File: config.mk
export PLATFORM = sky130hd
export DESIGN_NAME = indirect_host_register_port
export DESIGN_NICKNAME = d
export VERILOG_FILES = /design/src/rtl/pin_sync.v /design/src/rtl/sync_bus.v /design/src/rtl/indirect_host_register_port.v
export VERILOG_INCLUDE_DIRS = /design/src /design/src/rtl
export SDC_FILE = /design/constraint.sdc
export NUM_CORES = 1
export LEC_CHECK = 0
export ABC_AREA = 1
export BUFFER_PORTS_ARGS = -buffer_cell sky130_fd_sc_hd__buf_2
export CAP_MARGIN = 5
export CORE_UTILIZATION = 61
export CTS_BUF_LIST = sky130_fd_sc_hd__clkbuf_8 sky130_fd_sc_hd__clkbuf_16
export CTS_CLUSTER_DIAMETER = 30
export DETAILED_ROUTE_END_ITERATION = 10
export PLACE_DENSITY = 0.86
export SLEW_MARGIN = 10
export SYNTH_ARGS = -nofsm -noshare
export SYNTH_HDL_FRONTEND = slang
export SYNTH_HIERARCHICAL = 1
export SYNTH_SLANG_ARGS = --single-unit
File: constraint.sdc
create_clock -name clock -period 3 [get_ports clock]
set_input_delay 0.6 -clock clock [delete_from_list [all_inputs] [get_ports clock]]
set_output_delay 0.6 -clock clock [all_outputs]
set_load 0.005 [all_outputs]
File: src/rtl/host_port_regs.vh
// Offsets, fields and timing counts of the indirect host register port
// Included by the top-level design file of the port only
`ifndef HOST_PORT_REGS_VH
`define HOST_PORT_REGS_VH
`define OFS_DATA_BYTE_0        3'h0
`define OFS_DATA_BYTE_1        3'h1
`define OFS_DATA_BYTE_2        3'h2
`define OFS_DATA_BYTE_3        3'h3
`define OFS_SLEEP_PROGRAM      3'h4
`define OFS_SYNC_COMMAND       3'h5
`define OFS_ADDRESS_LOW        3'h6
`define OFS_ADDRESS_HIGH       3'h7
`define UAR_WRINC_BIT          7
`define UAR_RDINC_BIT          6
`define UAR_ADDR_MSB           3
`define SYNC_BEAM_BIT          6
`define SYNC_HOP_BIT           5
`define SYNC_START_BIT         4
`define SLEEP_RESET            8'h00
`define ADDR_RESET             8'h00
`define DATA_RESET             32'h0000_0000
`define ACCESS_CYCLES          2'h2
`endif

File: src/rtl/pin_sync.v
// Two-flop synchroniser for one pin
// Assumes the pin is asynchronous to clock
`timescale 1ns/10ps
module pin_sync (
    input  wire clock,
    input  wire nrst,
    input  wire enable,
    input  wire pin,
    output wire level
);
    reg meta_ff;
    reg level_ff;

    always @(posedge clock or negedge nrst) begin
        if (!nrst) begin
            meta_ff  <= 1'b0;
            level_ff <= 1'b0;
        end else if (enable) begin
            meta_ff  <= pin;
            level_ff <= meta_ff;
        end
    end

    assign level = level_ff;
endmodule // pin_sync

File: src/rtl/sync_bus.v
// Two-flop synchroniser for a bus of pins
// Assumes each bit is quasi-static while sampled
`timescale 1ns/10ps
module sync_bus #(
    parameter WIDTH = 8
) (
    input  wire             clock,
    input  wire             nrst,
    input  wire             enable,
    input  wire [WIDTH-1:0] pins,
    output wire [WIDTH-1:0] levels
);
    reg [WIDTH-1:0] meta_ff;
    reg [WIDTH-1:0] level_ff;

    always @(posedge clock or negedge nrst) begin
        if (!nrst) begin
            meta_ff  <= {WIDTH{1'b0}};
            level_ff <= {WIDTH{1'b0}};
        end else if (enable) begin
            meta_ff  <= pins;
            level_ff <= meta_ff;
        end
    end

    assign levels = level_ff;
endmodule // sync_bus

File: src/rtl/indirect_host_register_port.v
// Indirect host register port: 8 external registers reaching a 12-bit/32-bit space
// Assumes an async host bus on pins, internal space answering in two cycles
//
// Functional notes
// 3-bit address, 8-bit data, indirect internal access
// Bytes 0..3 form word, byte 0 LSB
// Byte 0 write triggers internal write
// Byte 0 read launches read, captures word
// Host reads byte 0 first after address
// Sleep and sync act at once
// Program bits 7..4, sleep 3..0, start clears
// Sync write-only: beam, hop, start per channel
// Internal address 12 bits, data 32 bits
// Upper register bits 3..0 give address 11..8
// Bit 6 increments address after reads
// Bit 7 increments address after writes
// Both bits: increment after every access
// Lower register gives address bits 7..0
// Internal access lasts two clock cycles
// Host loads both address registers first
// 16-bit location: write byte 1, then 0
// Mode strap picks strobe protocol
// Separate strobes: ready low until done
// Data strobe: ack low until strobe released
// Ready/ack output is open drain
// Many accesses while chip select low
// Host sets program bit before memory loading
// Ready/ack undriven when not asserted
`timescale 1ns/10ps
`include "host_port_regs.vh"
module indirect_host_register_port (
    input  wire        clock,
    input  wire        nrst,
    input  wire        clk_en,
    input  wire        mode_strap,
    input  wire        chip_select_n,
    input  wire        read_strobe_n,
    input  wire        write_strobe_n,
    input  wire [2:0]  ext_addr,
    input  wire [7:0]  data_in,
    output reg  [7:0]  data_out,
    output wire        data_oe,
    output wire        ready_ack_out,
    output wire        ready_ack_oe,
    output reg  [11:0] internal_addr,
    output reg  [31:0] internal_wdata,
    input  wire [31:0] internal_rdata,
    output reg         internal_wr,
    output reg         internal_rd,
    input  wire [3:0]  start_sync_done,
    output wire [3:0]  program_enable,
    output wire [3:0]  channel_sleep,
    output reg  [3:0]  beam_sync,
    output reg  [3:0]  hop_sync,
    output reg  [3:0]  start_sync
);
    // Protocol states
    localparam [3:0] ST_IDLE = 4'b0001;
    localparam [3:0] ST_ACC  = 4'b0010;
    localparam [3:0] ST_DONE = 4'b0100;
    localparam [3:0] ST_HOLD = 4'b1000;

    wire        cs_act;
    wire        rd_act;
    wire        wr_act;
    wire        cs_n_s;
    wire        rd_n_s;
    wire        wr_n_s;
    wire        mode_s;
    wire [2:0]  addr_s;
    wire [7:0]  din_s;

    reg  [3:0]  state_ff;
    reg  [3:0]  nxt_state;
    reg         mode_ff;
    reg         is_wr_ff;
    reg  [2:0]  reg_sel_ff;
    reg  [1:0]  cnt_ff;
    reg  [7:0]  upper_address_reg;
    reg  [7:0]  lower_address_reg;
    reg  [31:0] data_word_ff;
    reg  [7:0]  sleep_prog_ff;
    reg  [7:0]  nxt_dout;

    wire [11:0] internal_addr_bit;
    wire [11:0] next_addr;
    wire        strobe_on;
    wire        is_wr_now;
    wire        indirect;
    wire        acc_end;

    // Active-low pins synchronised inverted, so reset reads as idle
    pin_sync u_cs (
        .clock  (clock),
        .nrst   (nrst),
        .enable (clk_en),
        .pin    (~chip_select_n),
        .level  (cs_act)
    );

    pin_sync u_mode (
        .clock  (clock),
        .nrst   (nrst),
        .enable (clk_en),
        .pin    (mode_strap),
        .level  (mode_s)
    );

    sync_bus #(.WIDTH(13)) u_bus (
        .clock  (clock),
        .nrst   (nrst),
        .enable (clk_en),
        .pins   ({~read_strobe_n, ~write_strobe_n, ext_addr, data_in}),
        .levels ({rd_act, wr_act, addr_s, din_s})
    );

    assign cs_n_s = ~cs_act;
    assign rd_n_s = ~rd_act;
    assign wr_n_s = ~wr_act;

    // Strobe decode: mode 0 uses separate strobes, mode 1 data strobe plus direction
    assign strobe_on = !cs_n_s && (mode_ff ? !rd_n_s : (!rd_n_s || !wr_n_s));
    assign is_wr_now = mode_ff ? !wr_n_s : !wr_n_s;
    assign indirect  = (reg_sel_ff == `OFS_DATA_BYTE_0);
    assign acc_end   = (state_ff == ST_ACC) && (cnt_ff == 2'h1);

    // Internal address from both address registers
    assign internal_addr_bit = {upper_address_reg[`UAR_ADDR_MSB:0],
                                lower_address_reg};
    assign next_addr = internal_addr_bit + 12'h001;

    assign program_enable = sleep_prog_ff[7:4];
    assign channel_sleep  = sleep_prog_ff[3:0];

    // Open-drain ready/ack: drive low only, else release
    assign ready_ack_out = 1'b0;
    assign ready_ack_oe  = mode_ff ? (state_ff == ST_HOLD)
                                   : (state_ff == ST_ACC);
    assign data_oe = !cs_n_s && !rd_n_s && !(mode_ff && !wr_n_s);

    always @* begin
        case (state_ff)
            ST_IDLE: nxt_state = strobe_on ? ST_ACC : ST_IDLE;
            ST_ACC:  nxt_state = acc_end ? (mode_ff ? ST_HOLD : ST_DONE) : ST_ACC;
            ST_DONE: nxt_state = strobe_on ? ST_DONE : ST_IDLE;
            ST_HOLD: nxt_state = strobe_on ? ST_HOLD : ST_IDLE;
            default: nxt_state = ST_IDLE;
        endcase
    end

    always @* begin
        case (addr_s)
            `OFS_DATA_BYTE_0:   nxt_dout = internal_rdata[7:0];
            `OFS_DATA_BYTE_1:   nxt_dout = data_word_ff[15:8];
            `OFS_DATA_BYTE_2:   nxt_dout = data_word_ff[23:16];
            `OFS_DATA_BYTE_3:   nxt_dout = data_word_ff[31:24];
            `OFS_SLEEP_PROGRAM: nxt_dout = sleep_prog_ff;
            `OFS_ADDRESS_LOW:   nxt_dout = lower_address_reg;
            `OFS_ADDRESS_HIGH:  nxt_dout = upper_address_reg;
            default:            nxt_dout = 8'h00;
        endcase
    end

    always @(posedge clock or negedge nrst) begin
        if (!nrst) begin
            state_ff          <= ST_IDLE;
            mode_ff           <= 1'b0;
            is_wr_ff          <= 1'b0;
            reg_sel_ff        <= 3'h0;
            cnt_ff            <= 2'h0;
            upper_address_reg <= `ADDR_RESET;
            lower_address_reg <= `ADDR_RESET;
            data_word_ff      <= `DATA_RESET;
            sleep_prog_ff     <= `SLEEP_RESET;
            data_out          <= 8'h00;
            internal_addr     <= 12'h000;
            internal_wdata    <= `DATA_RESET;
            internal_wr       <= 1'b0;
            internal_rd       <= 1'b0;
            beam_sync         <= 4'h0;
            hop_sync          <= 4'h0;
            start_sync        <= 4'h0;
        end else if (clk_en) begin
            state_ff   <= nxt_state;
            beam_sync  <= 4'h0;
            hop_sync   <= 4'h0;
            start_sync <= 4'h0;
            internal_rd <= 1'b0;
            internal_wr <= 1'b0;
            // Strap caught only while idle with no chip select
            if (state_ff == ST_IDLE && cs_n_s) begin
                mode_ff <= mode_s;
            end
            // Start sync clears sleep bits; a host write in the same cycle is applied after
            sleep_prog_ff[3:0] <= sleep_prog_ff[3:0] & ~start_sync_done;
            if (state_ff == ST_IDLE && strobe_on) begin
                is_wr_ff   <= is_wr_now;
                reg_sel_ff <= addr_s;
                cnt_ff     <= `ACCESS_CYCLES;
                if (is_wr_now) begin
                    case (addr_s)
                        `OFS_DATA_BYTE_0: begin
                            internal_wdata <= {data_word_ff[31:8], din_s};
                            data_word_ff[7:0] <= din_s;
                            internal_addr  <= internal_addr_bit;
                            internal_wr    <= 1'b1;
                        end
                        `OFS_DATA_BYTE_1:   data_word_ff[15:8]  <= din_s;
                        `OFS_DATA_BYTE_2:   data_word_ff[23:16] <= din_s;
                        `OFS_DATA_BYTE_3:   data_word_ff[31:24] <= din_s;
                        `OFS_SLEEP_PROGRAM: sleep_prog_ff <= din_s;
                        `OFS_SYNC_COMMAND: begin
                            beam_sync  <= din_s[`SYNC_BEAM_BIT]  ? din_s[3:0] : 4'h0;
                            hop_sync   <= din_s[`SYNC_HOP_BIT]   ? din_s[3:0] : 4'h0;
                            start_sync <= din_s[`SYNC_START_BIT] ? din_s[3:0] : 4'h0;
                        end
                        `OFS_ADDRESS_LOW:   lower_address_reg <= din_s;
                        `OFS_ADDRESS_HIGH:  upper_address_reg <= din_s;
                        default:            data_word_ff <= data_word_ff;
                    endcase
                end else begin
                    if (addr_s == `OFS_DATA_BYTE_0) begin
                        internal_addr <= internal_addr_bit;
                        internal_rd   <= 1'b1;
                    end else begin
                        data_out <= nxt_dout;
                    end
                end
            end else if (state_ff == ST_ACC) begin
                cnt_ff <= cnt_ff - 2'h1;
                if (acc_end && indirect) begin
                    if (!is_wr_ff) begin
                        data_word_ff <= internal_rdata;
                        data_out     <= internal_rdata[7:0];
                    end
                    if ((is_wr_ff && upper_address_reg[`UAR_WRINC_BIT]) ||
                        (!is_wr_ff && upper_address_reg[`UAR_RDINC_BIT])) begin
                        upper_address_reg[`UAR_ADDR_MSB:0] <= next_addr[11:8];
                        lower_address_reg <= next_addr[7:0];
                    end
                end
            end
        end
    end
endmodule // indirect_host_register_port

==> results of run 1 <==
[stage by stage]
step / area [um^2] / std cells / total power [W] / hold slack, ps
final: 8850 / 1263 / 0.00610 / 56.5
after CTS: 8850 / 1263 / 0.00609 / 69.2
after global routing: 8850 / 1263 / 0.00641 / 86.2
after global placement: 8260 / 1231 / 0.00392 / 452
after floorplan: 7520 / 979 / 0.00350 / 304
after detailed placement: 8260 / 1231 / 0.00397 / 458
[where the power goes]
part | internal [W] | leakage [nW] | switching (W)
Clock | 0.00128 | 0.285 | 0.000842
Sequential | 0.00245 | 2.05 | 0.000308
Combinational | 0.000436 | 2.61 | 0.000786
Total | 0.00417 | 4.94 | 0.00194
[per-layer routing]
layer	wire length (um)	vias to the layer above
li1	-	3368
met1	8360	3289
met2	9070	396
met3	1870	68
met4	693	0
met5	0	-
[synth_stat cells (all sizes together)]
master,count
a21oi,4
o31ai,1
o21a,1
nand2,453
xor2,2
clkinv,1
nor3,3
inv,80
conb,1
clkbuf,9
o22ai,2
dfrtp,154
nand3,61
nand4,42
ha,2
o21ai,96
nand3b,1
buf,33
dfstp,1
nor2,32
[logic make-up (layout without fill, tap and decap cells)]
group,Yosys count,in the layout,share of synthesized area
other,1,1,0.000499
adders and majority gates,2,2,0.00333
buffers and inverters,123,260,0.0739
DFF,155,155,0.516
and+or+nand+nor,592,592,0.331
xor gates and xnor gates,2,2,0.00233
AOI/OAI and AO/OA,104,104,0.0731
[final timing paths]
kind                             startpoint                   end  slack [ps]  cells past startpoint
setup / recovery           u_bus/levels[10]      data_word_ff[17]         570                      7
hold / removal                         nrst  lower_address_reg[7]          60                      1
setup reg to reg           u_bus/levels[10]      data_word_ff[17]         570                      7
hold reg to reg            u_bus/meta_ff[9]       u_bus/levels[9]         470                      2
max in group asynchronous              nrst           state_ff[0]        2150                      2
min in group clock               mode_strap        u_mode/meta_ff         360                      3
[critical path: stages (launching register included)]
cell and delay, ps:
dfrtp_1 470, buf_4 240, nor2_1 580, nand2_1 140, o21ai_2 400, nand3_2 260
nand2_1 150, nand2_1 70
[final cells by class]
type / count / share of cell area
sequential: 155 / 0.438
multi-input combinational: 701 / 0.349
timing repair buffer: 147 / 0.0903
clock buffer: 20 / 0.0527
inverter: 81 / 0.0355
tap: 147 / 0.0208
clock inverter: 12 / 0.0139
==> results.sh, run 1 <==
export IMPL_fin_tns_setup_ps=0
export IMPL_drive_above_1_share=0.189
export IMPL_multiInputGateArea_mm2=0.00309
export IMPL_relSlewSlack=0.373
export IMPL_crit_fanout=15
export IMPL_peakVddDrop_v=0.000493
export IMPL_power_leakage_nw=4.94
export IMPL_maxSlewViolCount=0
export IMPL_fp_dieW_um=113
export IMPL_largest_reg_flops=32
export IMPL_final_util=0.737
export IMPL_min_period_ps=2430
export IMPL_reg_top3="internal_wdata (32), data_word_ff (24)"
export IMPL_fp_dieH_um=113
export IMPL_fin_crit_sh=0.810
export IMPL_drc=0
export IMPL_drv_cap=0
export IMPL_grt_pass1_wl_um=32600
export IMPL_areaGrowthSynthToFinish_pct=17.8
export IMPL_start_util=0.626
export IMPL_fin_skew_ps=9.44
export IMPL_hold_viol_final=0
export IMPL_port_buffers=129
export IMPL_synth_area_leaders="dfrtp_1, nand2_1, o21ai_0"
export IMPL_p_per_area_mw_per_mm2=689
export IMPL_cts_clk_slew_worst_paths_ps=60
export IMPL_finalSetupViolCount=0
export IMPL_grtUsageMet1=0.469
export IMPL_worstPathRequired_ps=3320
export IMPL_grtUsageTotal=0.335
export IMPL_clkLatencyLatePin_ps=440
export IMPL_cts_tree="done"
export IMPL_vias_per_cell=5.64
export IMPL_met3_usage=0.0819
export IMPL_cts_setup_buffers=0
export IMPL_postRouteAntennaNets=0
export IMPL_wl_per_cell_um=15.8
export IMPL_grt_antenna_before_repair=0
export IMPL_rsz0062_at_grt="false"
export IMPL_rows=40
export IMPL_syn_avg_cell_area_um2=7.68
export IMPL_dr_first_iter_drc_count=613
export IMPL_ys_types=33
export IMPL_crit_arrival_ps=2740
export IMPL_cts_sinks=155
export IMPL_postRouteWirelength_um=20000
export IMPL_cts_buffers=17
export IMPL_htree_levels=4
export IMPL_diodes=0
export IMPL_ys_seq_area_frac=0.516
export IMPL_setup_ws_ps=571
export IMPL_path_class="register to register"
export IMPL_synth_top_cell_by_area="dfrtp_1"
export IMPL_holdCritPathClass="input pin to async pin"
export IMPL_final_common_cell="nand2_1"
export IMPL_cts_max_path_buffers=2
export IMPL_met2_usage=0.501
export IMPL_synth_top_cell_area_share=0.513
export IMPL_via_count=7121
export IMPL_gp_congestion=0.999
export IMPL_grt_ovfl_total=0
export IMPL_grt_pass1_vias=6513
export IMPL_synthCells=979
export IMPL_ys_ff_latch=155
export IMPL_cts_hold_buffers=0
export IMPL_fmax_mhz=412
export IMPL_die_area_mm2=0.0128
export IMPL_grt_busiest_layer="met2"
export IMPL_final_net_count=1159
export IMPL_io_pins=131
export IMPL_yosysWarnings=6
export IMPL_post_cts_resize_count=0
export IMPL_status="finished clean"
export IMPL_pre_cts_ws_ps=636
export IMPL_fillCellCount=903
export IMPL_final_cell_mix="nand2_1, dfrtp_1, buf_2"
export IMPL_syn_area_mm2=0.00752
export IMPL_critPathCaptureType="register"
export IMPL_grt_max_degree=83
export IMPL_syn_nets=1035
export IMPL_core_mm2=0.0120
export IMPL_ctsRootBufferMaster="clkbuf_16"
export IMPL_cp_start_kind="register"
export IMPL_dp_hpwl_um=13800
export IMPL_regMostFlops="internal_wdata"
export IMPL_worstMarginPinSlew_ps=941
export IMPL_dr_pass1_iters=7
export IMPL_regArea_mm2=0.00388
(Power assumes the default switching activity.)
==> run 2: changes to the inputs <==
- CORE_UTILIZATION: 61 -> 56
- PLACE_DENSITY: 0.86 -> 0.8
- clock period: 3 -> 2.5 ns (I/O delays scaled with it)
==> results.sh, run 2 (synthesis gave the netlist of run 1 again) <==
export IMPL_final_cell_mix="nand2_1, dfrtp_1, buf_2"
export IMPL_postRouteWirelength_um=20100
export IMPL_slowest_stage="dfstp_2"
export IMPL_cp_num_buf_inv=2
export IMPL_dr_first_iter_drc_count=666
export IMPL_io_pins=131
export IMPL_final_common_cell="nand2_1"
export IMPL_fin_tns_setup_ps=0
export IMPL_grtUsageTotal=0.309
export IMPL_cts_sinks=155
export IMPL_crit_fanout=18
export IMPL_path_class="register to register"
export IMPL_cts_buffers=17
export IMPL_cp_start_kind="register"
export IMPL_final_net_count=1167
export IMPL_fin_skew_ps=8.71
export IMPL_grt_antenna_before_repair=0
export IMPL_grt_ovfl_total=0
export IMPL_port_buffers=129
export IMPL_crit_top_cell="nand2_1"
export IMPL_status="finished clean"
export IMPL_vias_per_cell=5.42
export IMPL_peakVddDrop_v=0.000500
export IMPL_grt_pass1_wl_um=33400
export IMPL_cts_clk_slew_worst_paths_ps=60
export IMPL_core_mm2=0.0129
export IMPL_maxSlewViolCount=0
export IMPL_drv_cap=0
export IMPL_path_cells="nand2_1 -> nor2_2 -> nand2_1 -> inv_4 -> nand4_1 -> o21ai_0 -> inv_1"
export IMPL_max_stage_delay_ps=540
export IMPL_drc=0
export IMPL_p_sw_frac=0.325
export IMPL_worstMarginPinSlew_ps=580
export IMPL_p_switching_w=0.00235
export IMPL_regMostFlops="internal_wdata"
export IMPL_drive_above_1_share=0.193
export IMPL_grt_max_degree=62
export IMPL_final_util=0.693
export IMPL_regArea_mm2=0.00388
export IMPL_gp_congestion=0.949
export IMPL_die_area_mm2=0.0139
export IMPL_fin_crit_sh=0.889
export IMPL_critical_path_top_delay_family="simple AND/OR/NAND/NOR gates"
export IMPL_finalSetupViolCount=0
export IMPL_power_frac_seq=0.458
export IMPL_critPathCaptureType="register"
export IMPL_worstPathRequired_ps=2810
export IMPL_cts_tree="done"
export IMPL_postRouteAntennaNets=0
export IMPL_power_leakage_nw=4.97
export IMPL_fmax_mhz=450
export IMPL_multiInputGateArea_mm2=0.00310
export IMPL_min_period_ps=2220
export IMPL_crit_arrival_ps=2530
export IMPL_areaGrowthSynthToFinish_pct=18.7
export IMPL_p_per_area_mw_per_mm2=811
export IMPL_relSlewSlack=0.612
export IMPL_fp_dieH_um=118
export IMPL_dp_hpwl_um=14200
export IMPL_fp_dieW_um=118
export IMPL_fillCellCount=1065
export IMPL_via_count=7017
export IMPL_intPower_w=0.00489
export IMPL_start_util=0.584
export IMPL_dr_pass1_iters=5
export IMPL_rows=41
export IMPL_hold_viol_final=0
export IMPL_clkPwrFrac=0.336
export IMPL_reg_top3="internal_wdata (32), data_word_ff (24)"
export IMPL_grt_pass1_vias=6760
export IMPL_combPwrFrac=0.207
export IMPL_rsz0062_at_grt="false"
export IMPL_htree_levels=4
export IMPL_diodes=0
export IMPL_holdCritPathClass="input pin to async pin"
export IMPL_ctsRootBufferMaster="clkbuf_16"
export IMPL_cts_setup_buffers=0
export IMPL_wl_per_cell_um=15.6
export IMPL_largest_reg_flops=32
export IMPL_cts_max_path_buffers=2
export IMPL_clkLatencyLatePin_ps=440
-- run 2: cell types whose count changed in the layout (fill, tap and decap cells not counted), sizes merged --
cell    change
buf         +8
inv         +3
clkinv      -2
bufinv      -1
clkbuf      -1
-- run 2: worst reg2reg max path, delay by kind of cell (launching register included) --
family	cells	cell delay [ps]
simple gates	4	920
flops	1	540
buf+inv	2	350
compound gates	1	300
-- run 2: repair_timing --
item                       in CTS  in global routing
gates resized for setup         0                  2
setup endpoints to repair       0                  8
hold buffers                    0                  0
-- run 2: metal layers --
layer / wire length (um) / GRT usage
met5: 0 / 0
met4: 775 / 0.162
met3: 1580 / 0.0591
met2: 9260 / 0.481
met1: 8530 / 0.412
-- run 2: final timing paths --
check | slack [ps] | startpoint | depth (start not counted) | endpoint
worst max register to register | 280 | state_ff[0] | 7 | sleep_prog_ff[2]
worst min-delay path | 60 | nrst | 1 | internal_addr[10]
worst min register to register | 470 | u_bus/meta_ff[12] | 2 | u_bus/meta_ff[12]
min in group clock | 260 | ext_addr[0] | 3 | u_bus/meta_ff[8]
max in group asynchronous | 1700 | nrst | 2 | start_sync[2]
worst max-delay path | 280 | state_ff[0] | 7 | sleep_prog_ff[2]
-- run 2: cell type report --
class | count | share of cell area
flip-flops and latches | 155 | 0.435
multi-input cells | 701 | 0.347
repair buffers | 155 | 0.0963
clock buffers | 19 | 0.0508
inverters | 81 | 0.0352
well taps | 172 | 0.0241
clock inverters | 12 | 0.0115
-- run 2: through the flow --
stage	setup slack, ps	instances	total power [W]	hold slack, ps	cell area [um^2]
final	278	1295	0.00724	55.9	8920
after global routing	119	1295	0.00761	103	8920
after CTS	88.6	1295	0.00722	67.9	8910
after detailed placement	84.4	1264	0.00480	458	8350
after global placement	199	1264	0.00475	454	8350
after floorplan	854	979	0.00420	204	7520
-- run 2: power groups by stage --
stage / Clock, W / Sequential (W) / Combinational [W]
finish: 0.00243 / 0.00331 / 0.00150
global route: 0.00254 / 0.00336 / 0.00171
CTS: 0.00243 / 0.00330 / 0.00148
detailed placement: 0 / 0.00333 / 0.00147
global placement: 0 / 0.00333 / 0.00143
floorplan: 0 / 0.00323 / 0.000972
==> run 3: changes to the inputs <==
- REMOVE_ABC_BUFFERS: unset -> 1
==> results.sh, run 3 (synthesis gave the netlist of run 1 again) <==
export IMPL_status="finished clean"
export IMPL_cp_start_kind="register"
export IMPL_cts_buffers=17
export IMPL_dp_hpwl_um=13900
export IMPL_final_cell_mix="nand2_1, dfrtp_1, buf_2"
export IMPL_grtUsageTotal=0.303
export IMPL_postRouteWirelength_um=20000
export IMPL_vias_per_cell=5.45
export IMPL_grt_ovfl_total=0
export IMPL_dr_first_iter_drc_count=617
export IMPL_grt_max_degree=69
export IMPL_maxSlewViolCount=0
export IMPL_ff2ff_path_depth=9
export IMPL_post_place_cells=1262
export IMPL_fp_dieW_um=118
export IMPL_grt_pass1_wl_um=32900
export IMPL_fmax_mhz=440
export IMPL_power_leakage_nw=4.95
export IMPL_fin_tns_setup_ps=0
export IMPL_cts_sinks=155
export IMPL_port_buffers=129
export IMPL_holdCritPathClass="input pin to async pin"
export IMPL_areaGrowthSynthToFinish_pct=18.5
export IMPL_rows=41
export IMPL_critPathCaptureType="register"
export IMPL_clkLatencyLatePin_ps=440
export IMPL_finalSetupViolCount=0
export IMPL_regToRegStartpoint="mode_ff"
export IMPL_worstPathRequired_ps=2830
export IMPL_worstMarginPinSlew_ps=855
export IMPL_path_class="register to register"
export IMPL_min_period_ps=2270
export IMPL_postRouteAntennaNets=0
export IMPL_grt_pass1_vias=6744
export IMPL_die_area_mm2=0.0139
export IMPL_cts_max_path_buffers=2
export IMPL_htree_levels=4
export IMPL_final_cells=1294
export IMPL_final_common_cell="nand2_1"
export IMPL_final_net_count=1165
export IMPL_via_count=7058
export IMPL_largest_reg_flops=32
export IMPL_cts_hold_buffers=0
export IMPL_hold_viol_final=0
export IMPL_cts_tree="done"
export IMPL_holdWs_ps=65.7
export IMPL_gp_congestion=0.925
export IMPL_regMostFlops="internal_wdata"
export IMPL_final_util=0.692
export IMPL_io_pins=131
export IMPL_relSlewSlack=0.430
export IMPL_dr_pass1_iters=7
export IMPL_fin_crit_sh=0.909
export IMPL_wl_per_cell_um=15.4
export IMPL_ctsRootBufferMaster="clkbuf_16"
export IMPL_start_util=0.584
export IMPL_p_per_area_mw_per_mm2=809
export IMPL_placed_area_mm2=0.00835
export IMPL_drc=0
export IMPL_drive_above_1_share=0.193
export IMPL_stdcell_area_mm2=0.00890
export IMPL_grt_antenna_before_repair=0
export IMPL_fin_skew_ps=10.0
export IMPL_drv_cap=0
export IMPL_peakVddDrop_v=0.000519
export IMPL_fp_dieH_um=118
export IMPL_crit_arrival_ps=2600
export IMPL_core_mm2=0.0129
export IMPL_cts_clk_slew_worst_paths_ps=60
export IMPL_reg2reg_to="data_word_ff[22]"
export IMPL_crit_fanout=17
export IMPL_rsz0062_at_grt="false"
export IMPL_r2r_setup_slack_ps=230
export IMPL_reg_top3="internal_wdata (32), data_word_ff (24)"
export IMPL_diodes=0
run 3: cell count changes in the layout (fill, tap and decap cells not counted), moves of 2 or more:
cell and change:
buf_4 -3, clkinvlp_4 +3, clkinv_2 +2, clkinv_4 -2
run 3: cell type report:
type                            count  area (um^2)
Sequential cell                   155         3880
Timing Repair Buffer              153          857
Clock inverter                     14          109
Clock buffer                       18          439
Fill cell                        1053         3970
Tap cell                          172          215
Inverter                           81          314
Multi-Input combinational cell    701         3090
run 3: how the worst max path moves through the flow:
stage / from / to / depth (start not counted)
after floorplan: state_ff[0] / internal_wdata[2] / 6
after global placement: clk_en / data_out[4] / 6
after detailed placement: mode_ff / data_out[2] / 9
after CTS: mode_ff / data_out[2] / 9
after global routing: mode_ff / internal_wdata[20] / 11
final: mode_ff / data_word_ff[22] / 9
run 3: layer usage:
metal  vias to the layer above  global-route usage  wire length [um]
li1                       3379                   -                 -
met1                      3262               0.394              8330
met2                       347               0.462              9150
met3                        70              0.0761              1660
met4                         0               0.173               813
met5                         -                   0                 0
run 3: critical path: stages, from the launching register on:
cell and delay, ps:
dfrtp_1 390, inv_1 120, nand3_1 80, nand2_1 90
buf_4 180, nand3_1 260, o21ai_2 430, nand3_2 380
nand2_1 160, nand2_1 70
run 3: timing repair:
action | CTS | global route
resized for setup | 0 | 1
hold endpoints to repair | 0 | 0
setup buffers | 0 | 0
setup endpoints to repair | 0 | 8
run 3: power by group:
group	internal [W]	switching, W	total, W
clock network	0.00137	0.00103	0.00240
logic	0.000540	0.000966	0.00151
registers	0.00295	0.000351	0.00330
total	0.00486	0.00235	0.00720
run 3: through the flow:
step           worst slack [ps]  power, W
2_1_floorplan              -880   0.00411
3_3_place_gp                280   0.00475
3_5_place_dp                218   0.00479
4_1_cts                     203   0.00718
5_1_grt                   0.236   0.00757
6_report                    227   0.00720
